--- config.mk ---
export PLATFORM = sky130hd
export DESIGN_NAME = pss_sequencer
export DESIGN_NICKNAME = d
export VERILOG_FILES = /design/src/pss_pkg.sv /design/src/pss_sequencer.sv
export VERILOG_INCLUDE_DIRS = /design/src
export SDC_FILE = /design/constraint.sdc
export NUM_CORES = 2
export LEC_CHECK = 0
export ABC_AREA = 1
export BUFFER_PORTS_ARGS = -buffer_cell sky130_fd_sc_hd__buf_4
export CORE_MARGIN = 5
export CORE_UTILIZATION = 40
export DETAILED_ROUTE_END_ITERATION = 7
export PLACE_DENSITY = 0.54
export SLEW_MARGIN = 20
export SYNTH_ARGS = -nofsm -noshare
export SYNTH_HDL_FRONTEND = slang
export SYNTH_SLANG_ARGS = --single-unit
--- constraint.sdc ---
create_clock -name clk_sys -period 51.7 [get_ports clk_sys]
set_input_delay 10.34 -clock clk_sys [delete_from_list [all_inputs] [get_ports clk_sys]]
set_output_delay 10.34 -clock clk_sys [all_outputs]
set_load 0.03 [all_outputs]
--- src/pss_regs.svh ---
// Bit positions, parameter digit codes and timing counts of the positioning start sequencer
`ifndef PSS_REGS_SVH
`define PSS_REGS_SVH

// Parameter digit positions (four hex digits per 16-bit parameter word)
`define PSS_OPSYS_LSB 0
`define PSS_SIGN_LSB 8
`define PSS_STROBE_LSB 12
`define PSS_CMDSYS_LSB 0
`define PSS_DIGIT_W 4

// Digit codes
`define PSS_OPSYS_BCD 4'h2
`define PSS_STROBE_USED 4'h0
`define PSS_SIGN_ON 4'h1
`define PSS_CMDSYS_ABS 4'h0
`define PSS_CMDSYS_INC 4'h1
`define PSS_JOG_TABLE 4'h1
`define PSS_NO_TABLE 4'h0

// Filtered input vector layout
`define PSS_IN_FWD 0
`define PSS_IN_REV 1
`define PSS_IN_PAUSE 2
`define PSS_IN_DATA_STROBE_IN 3
`define PSS_IN_AUTO 4
`define PSS_IN_PSEL_LSB 5
`define PSS_IN_TNUM_LSB 9
`define PSS_IN_BCD_LSB 17
`define PSS_IN_SIGN 41
`define PSS_IN_COUNT 42

// Timing
`define PSS_CLK_PERIOD_NS 25
`define PSS_FILT_UNIT_NS 1000000
`define PSS_FILT_UNIT_CYC ((`PSS_FILT_UNIT_NS + `PSS_CLK_PERIOD_NS - 1) / `PSS_CLK_PERIOD_NS)

`endif

--- src/pss_pkg.sv ---
// Types shared by the positioning start sequencer
package pss_pkg;

	typedef enum logic [2:0] {
		PSS_IDLE = 3'b000,
		PSS_MOVE = 3'b001,
		PSS_STOPPING = 3'b010,
		PSS_PAUSED = 3'b011,
		PSS_JOG = 3'b100
	} pss_state_t;

	// Command to the motion core
	typedef struct packed {
		logic startPulse;
		logic resumePulse;
		logic pausePulse;
		logic discardPulse;
		logic jogRun;
		logic ccw;
		logic absolute;
		logic negative;
		logic [23:0] distanceBcd;
		logic [3:0] tableSel;
		logic speedFromJog;
		logic [15:0] jogSpeed;
	} pss_cmd_t;

endpackage : pss_pkg

--- src/pss_sequencer.sv ---
// Positioning start sequencer: input filtering, BCD start, pause/resume and jog
`timescale 1ns/100ps
`include "pss_regs.svh"

module pss_sequencer
	import pss_pkg::*;
#(
	parameter int FILT_UNIT_CYC = `PSS_FILT_UNIT_CYC,
	parameter int FILT_CNT_W = 20
)
(
	// Clock and reset
	input wire logic clk_sys,
	input wire logic sys_rst,
	// Controller pins
	input wire logic forwardStartIn,
	input wire logic reverseStartIn,
	input wire logic pauseResumeIn,
	input wire logic dataStrobeIn,
	input wire logic autoManualSelectIn,
	input wire logic [3:0] profileSelectIn,
	input wire logic [7:0] tableNumberIn,
	input wire logic [23:0] bcdDataIn,
	input wire logic bcdSignIn,
	// Parameters
	input wire logic [15:0] functionSelectParam,
	input wire logic [15:0] commandSystemParam,
	input wire logic directionSelectParam,
	input wire logic [15:0] jogSpeedParam,
	input wire logic [3:0] inputFilterParam,
	// Motion core
	input wire logic motionDoneIn,
	input wire logic motionStoppedIn,
	output pss_cmd_t cmdOut,
	// Status
	output logic busyOut,
	output logic pausedOut,
	output logic autoModeOut,
	output logic [7:0] tableNumberOut
);

	localparam int NIN = `PSS_IN_COUNT;

	if (FILT_UNIT_CYC < 1 || FILT_CNT_W < 1 || FILT_CNT_W > 31
		|| longint'(15) * longint'(FILT_UNIT_CYC) >= (longint'(1) << FILT_CNT_W))
	begin : g_bad_params
		$error("pss_sequencer: filter parameters out of range");
	end

	logic [NIN-1:0] rawVec;
	logic [NIN-1:0] filtVec;
	logic [FILT_CNT_W-1:0] filtLimit;

	assign rawVec = {bcdSignIn, bcdDataIn, tableNumberIn, profileSelectIn,
		autoManualSelectIn, dataStrobeIn, pauseResumeIn, reverseStartIn, forwardStartIn};
	assign filtLimit = FILT_CNT_W'(32'(inputFilterParam) * FILT_UNIT_CYC);

	// Three-stage synchroniser and debounce per input
	genvar gi;
	generate
		for (gi = 0; gi < NIN; gi++)
		begin : g_filt
			logic s1Q;
			logic s2Q;
			logic s3Q;
			logic fQ;
			logic [FILT_CNT_W-1:0] cntQ;

			always_ff @(posedge clk_sys or posedge sys_rst)
			begin
				if (sys_rst)
				begin
					s1Q <= 1'b0;
					s2Q <= 1'b0;
					s3Q <= 1'b0;
				end
				else
				begin
					s1Q <= rawVec[gi];
					s2Q <= s1Q;
					s3Q <= s2Q;
				end
			end

			always_ff @(posedge clk_sys or posedge sys_rst)
			begin
				if (sys_rst)
				begin
					cntQ <= '0;
					fQ <= 1'b0;
				end
				else if (s2Q != s3Q || s3Q == fQ)
					cntQ <= '0;
				else if (cntQ >= filtLimit)
				begin
					fQ <= s3Q;
					cntQ <= '0;
				end
				else
					cntQ <= cntQ + 1'b1;
			end

			assign filtVec[gi] = fQ;
		end
	endgenerate

	logic fwdF;
	logic revF;
	logic pauseF;
	logic strbF;
	logic autoF;
	logic [3:0] pselF;
	logic [23:0] bcdF;
	logic signF;

	assign fwdF = filtVec[`PSS_IN_FWD];
	assign revF = filtVec[`PSS_IN_REV];
	assign pauseF = filtVec[`PSS_IN_PAUSE];
	assign strbF = filtVec[`PSS_IN_DATA_STROBE_IN];
	assign autoF = filtVec[`PSS_IN_AUTO];
	assign pselF = filtVec[`PSS_IN_PSEL_LSB +: 4];
	assign bcdF = filtVec[`PSS_IN_BCD_LSB +: 24];
	assign signF = filtVec[`PSS_IN_SIGN];

	// Previous filtered levels for edge detection
	logic fwdPrevQ;
	logic revPrevQ;
	logic pausePrevQ;
	logic strbPrevQ;

	always_ff @(posedge clk_sys or posedge sys_rst)
	begin
		if (sys_rst)
		begin
			fwdPrevQ <= 1'b0;
			revPrevQ <= 1'b0;
			pausePrevQ <= 1'b0;
			strbPrevQ <= 1'b0;
		end
		else
		begin
			fwdPrevQ <= fwdF;
			revPrevQ <= revF;
			pausePrevQ <= pauseF;
			strbPrevQ <= strbF;
		end
	end

	logic fwdRise;
	logic revRise;
	logic pauseRise;
	logic strbRise;

	assign fwdRise = fwdF & ~fwdPrevQ;
	assign revRise = revF & ~revPrevQ;
	assign pauseRise = pauseF & ~pausePrevQ;
	assign strbRise = strbF & ~strbPrevQ;

	// Parameter decode
	logic bcdEnabled;
	logic strobeUsed;
	logic signUsed;
	logic incremental;

	assign bcdEnabled = functionSelectParam[`PSS_OPSYS_LSB +: `PSS_DIGIT_W]
		== `PSS_OPSYS_BCD;
	assign strobeUsed = functionSelectParam[`PSS_STROBE_LSB +: `PSS_DIGIT_W]
		== `PSS_STROBE_USED;
	assign signUsed = functionSelectParam[`PSS_SIGN_LSB +: `PSS_DIGIT_W]
		== `PSS_SIGN_ON;
	assign incremental = commandSystemParam[`PSS_CMDSYS_LSB +: `PSS_DIGIT_W]
		== `PSS_CMDSYS_INC;

	// Strobe-qualified data holding
	logic [23:0] heldBcdQ;
	logic heldSignQ;

	always_ff @(posedge clk_sys or posedge sys_rst)
	begin
		if (sys_rst)
		begin
			heldBcdQ <= 24'h000000;
			heldSignQ <= 1'b0;
		end
		else if (strbRise)
		begin
			heldBcdQ <= bcdF;
			heldSignQ <= signF;
		end
	end

	logic [23:0] startBcd;
	logic startSign;

	assign startBcd = strobeUsed ? heldBcdQ : bcdF;
	assign startSign = signUsed & (strobeUsed ? heldSignQ : signF);

	// Start qualification
	logic tableValid;
	logic fwdStart;
	logic revStart;

	assign tableValid = pselF != `PSS_NO_TABLE;
	assign fwdStart = fwdRise & autoF & bcdEnabled & tableValid;
	assign revStart = revRise & ~fwdRise & autoF & bcdEnabled & tableValid
		& incremental;

	// Sequencer
	pss_state_t stateQ;
	pss_state_t stateD;

	always_comb
	begin
		stateD = stateQ;
		unique case (stateQ)
			PSS_IDLE:
			begin
				if (!autoF && (fwdF ^ revF))
					stateD = PSS_JOG;
				else if (fwdStart || revStart)
					stateD = PSS_MOVE;
			end
			PSS_MOVE:
			begin
				if (motionDoneIn)
					stateD = PSS_IDLE;
				else if (pauseRise && autoF)
					stateD = PSS_STOPPING;
			end
			PSS_STOPPING:
			begin
				if (motionDoneIn)
					stateD = PSS_IDLE;
				else if (motionStoppedIn)
					stateD = PSS_PAUSED;
			end
			PSS_PAUSED:
			begin
				if (!autoF)
					stateD = PSS_IDLE;
				else if (pauseRise)
					stateD = PSS_MOVE;
			end
			PSS_JOG:
			begin
				if (autoF || !(fwdF ^ revF))
					stateD = PSS_IDLE;
			end
		endcase
	end

	always_ff @(posedge clk_sys or posedge sys_rst)
	begin
		if (sys_rst)
			stateQ <= PSS_IDLE;
		else
			stateQ <= stateD;
	end

	// Command register
	pss_cmd_t cmdQ;
	logic jogCcw;

	assign jogCcw = fwdF ^ directionSelectParam;

	always_ff @(posedge clk_sys or posedge sys_rst)
	begin
		if (sys_rst)
			cmdQ <= '0;
		else
		begin
			cmdQ.startPulse <= 1'b0;
			cmdQ.resumePulse <= 1'b0;
			cmdQ.pausePulse <= 1'b0;
			cmdQ.discardPulse <= 1'b0;
			cmdQ.jogSpeed <= jogSpeedParam;
			if (stateQ == PSS_IDLE && stateD == PSS_MOVE)
			begin
				cmdQ.startPulse <= 1'b1;
				cmdQ.jogRun <= 1'b0;
				cmdQ.speedFromJog <= 1'b0;
				cmdQ.ccw <= fwdStart ^ directionSelectParam;
				cmdQ.absolute <= ~incremental;
				cmdQ.negative <= startSign;
				cmdQ.distanceBcd <= startBcd;
				cmdQ.tableSel <= pselF;
			end
			else if (stateQ == PSS_IDLE && stateD == PSS_JOG)
			begin
				cmdQ.jogRun <= 1'b1;
				cmdQ.speedFromJog <= 1'b1;
				cmdQ.ccw <= jogCcw;
				cmdQ.tableSel <= `PSS_JOG_TABLE;
			end
			else if (stateQ == PSS_JOG && stateD == PSS_IDLE)
				cmdQ.jogRun <= 1'b0;
			else if (stateQ == PSS_MOVE && stateD == PSS_STOPPING)
				cmdQ.pausePulse <= 1'b1;
			else if (stateQ == PSS_PAUSED && stateD == PSS_MOVE)
				cmdQ.resumePulse <= 1'b1;
			else if (stateQ == PSS_PAUSED && stateD == PSS_IDLE)
				cmdQ.discardPulse <= 1'b1;
		end
	end

	assign cmdOut = cmdQ;

	// Status
	always_ff @(posedge clk_sys or posedge sys_rst)
	begin
		if (sys_rst)
		begin
			busyOut <= 1'b0;
			pausedOut <= 1'b0;
			autoModeOut <= 1'b0;
			tableNumberOut <= 8'h00;
		end
		else
		begin
			busyOut <= stateD != PSS_IDLE;
			pausedOut <= stateD == PSS_PAUSED;
			autoModeOut <= autoF;
			tableNumberOut <= autoF ? filtVec[`PSS_IN_TNUM_LSB +: 8] : 8'h00;
		end
	end

endmodule : pss_sequencer

==> metrics.cfg <==
[logic_synthesis]
netlist.area_leader.share_pct=43.0
ys_warn_count=0
async_reset_ff_share_pct=100
syn_nets=8366
ys_seq_area_share_pct=43.0
synth.cell_area_um2=64300
synth_ff_type=dfrtp_1
synth_edf_count=0
synth_area_leader_cell=dfrtp_1
synth_area_leaders=dfrtp_1 43%, ha_1 12%, nand2_1 8.7%
syn_inst=7663
avgSynthCellArea_um2=8.39
ys_types=47
ys_seq_elements=1104

[critical_path]
reg2reg_slack_ns=48.49
crit_family=buffers and inverters
critical_path.max_fanout=26
rr_startpoint=autoF
cp-start-kind=input port
reg2regPathDepth=14
critPathKind=input port to register
arrival_ns=15.79
cp-end-kind=register
path_buf_inv=6
path_cells=buf_4 -> inv_4 -> fa_1 -> inv_1 -> ha_1 -> ha_1 -> nand2_1 -> nand2_1 -> a31oi_1 -> xor2_4 -> buf_4 -> buf_4 -> ha_1 -> inv_1 -> nor3_1 -> a211oi_1 -> nand2_1 -> nand2_1 -> nand2_1 -> nand2_1 -> nand3_1 -> nor2_1
cp_common_cell=nand2_1
slowest_delay_ns=0.63
crit_required_ns=52.35
critPathSlowestCell=buf_4
rr_endpoint=cmdOut[41]

[sta]
period_needed_ns=15.14
setup_slack_ns=36.56
fin_setup_tns_ns=0
slew_headroom_pct=30.8
rsz0062_at_grt=no
timing.fmax_ghz=0.0660
slew_violations=0
whs_ns=0.345
fin_skew_ns=0.0236
fin_crit_sh_pct=29.3
finalHoldViolCount=0
setup_viol=0
tightest_slew_ns=1.04

[finish]
area_growth_pct=12.7
fin_area_um2=72500
diodes=0
nNetsFinal=8590
post-route-util_pct=45.3
final_cells=10153
final_common_cell=nand2_1
layout_common_cells=1494 x nand2_1, 1328 x nor2_1, 1104 x dfrtp_1
layout-drive-gt1-share_pct=7.63

[floorplan]
core-area_um2=160000
io_pins=163
rows=147
dieArea_um2=169000
die-height_um=411
initial_core_util_pct=40.1
dieWidth_um=411

[grt]
gr-total-overflow=0
grt_pass1_wl_um=251000
track_usage_pct=18.2
grt_max_degree=152
grt_pass1_vias=48654
grt_antenna_before_repair=4

[clock_network]
cts_hold_buf=0
cts_tree=done
cts_setup_buffers=0
cts_root_buffer=clkbuf_16
htreeDepth=4
post_cts_resized=0
clkLatencyLatePin_ns=0.76
clk_pin_slew_ns=0.06
clock-sinks=1104
cts_made_buffers=137
clockBufferDepth=3

[detailed_routing]
drc=0
drtIter0Drc=2689
wire_per_inst_um=15.0
dr.pass1.iters=5
wl_um=152000
viasPerCell=4.78
ant_nets=0
num_vias=48555

[job]
maxCapViolCount=0

[pwr]
vdd_drop_max_mv=0.0337
power_leakage_nw=34.7
power_density_nw_per_um2=30.2
p_total_mw=2.19

[placed_design]
placed_area_um2=67900
pre_cts_ws_ns=35.70
portBuffers=146
place_inst=9908
gp_congestion=0.798
dp_hpwl_um=99100

[worst_hold_path]
hold_end=g_filt[27].s2Q
hold-path-cell-count=0
hold_start=g_filt[27].s1Q
hold_path_class=register to register

[outcome]
status=finished clean

## worst register-to-register path, stage by stage, from the launching register on
cell and delay (ns):
dfrtp_1 0.32, buf_4 0.34, inv_1 0.18, nor2_1 0.13
nand3_1 0.08, nor2_1 0.11, nand2_1 0.11, nand3_1 0.08
nand2_1 0.06, nand2_1 0.18, nand4_4 0.37, inv_2 0.23
buf_4 0.57, nor2_1 0.20, a31oi_1 0.18
## cell families after synthesis
| kind of cell | count (synthesis) | share of synthesized area, % |
|---|---|---|
| xor+xnor | 724 | 9.86 |
| flops | 1104 | 43.0 |
| fa+ha+maj | 604 | 11.8 |
| compound gates | 455 | 3.92 |
| buf+inv | 1030 | 6.42 |
| simple gates | 3746 | 25.1 |
## area by class of cell
type	instances	area [um2]
Clock buffer	196	3990
Timing Repair Buffer	182	1390
Tap cell	2160	2700
Clock inverter	49	614
Sequential cell	1104	27600
Fill cell	15664	87700
Inverter	933	3530
Multi-Input combinational cell	5529	32700
## state kept, by name, summed over array words and instances, names as in the netlist
register / count
stateQ: 3
strbPrevQ: 1
fwdF: 1
g_filt.cntQ: 840
tableNumberOut: 8
autoModeOut: 1
g_filt.s1Q: 42
cmdOut: 53
heldBcdQ: 24
revPrevQ: 1
busyOut: 1
heldSignQ: 1
fwdPrevQ: 1
pausePrevQ: 1
g_filt.s2Q: 42
pausedOut: 1
autoF: 1
g_filt.fQ: 40
g_filt.s3Q: 42
## power by group
group / switching, mW / internal, mW / total, mW / leakage (nW)
registers: 0.0219 / 0.890 / 0.911 / 15.0
clock network: 0.383 / 0.601 / 0.983 / 2.28
logic: 0.213 / 0.0848 / 0.298 / 17.5
## layer usage
metal	GRT usage, %	vias to the layer above	part of all wire [%]
li1	-	24856	-
met1	24.7	22909	48
met2	30.2	563	46
met3	2.90	227	3.5
met4	5.37	0	2.7
met5	0	-	0
## synth_stat cells (7+ instances only)
cell / count
nand2_1: 1496
nor2_1: 1328
dfrtp_1: 1104
inv_1: 927
ha_1: 601
xor2_1: 498
nand3_1: 289
a21oi_1: 250
xnor2_1: 226
nor3_1: 194
nand4_1: 160
nor2_2: 115
o21ai_0: 82
buf_2: 59
a211oi_1: 43
nor4_1: 38
a31oi_1: 28
nand2_2: 27
nor3b_1: 27
buf_6: 20
nand3_4: 16
o22ai_1: 16
nand3b_1: 14
clkbuf_1: 11
nor2_4: 11
o21a_1: 10
o21ai_1: 8
o21bai_1: 8
a31o_2: 7
or2_2: 7
## how the worst max path moves through the flow
stage                        startpoint             endpoint  slack, ns  depth (start not counted)
finish              inputFilterParam[2]   g_filt[32].cntQ[3]      36.56                         22
floorplan                       sys_rst                autoF      10.28                          1
detailed placement  inputFilterParam[2]  g_filt[31].cntQ[16]      35.70                         22
global route        inputFilterParam[2]   g_filt[32].cntQ[3]      36.20                         22
CTS                 inputFilterParam[2]  g_filt[31].cntQ[10]      36.53                         22
global placement    inputFilterParam[2]  g_filt[31].cntQ[11]      35.80                         22
Power figures use the tool's default switching activity.
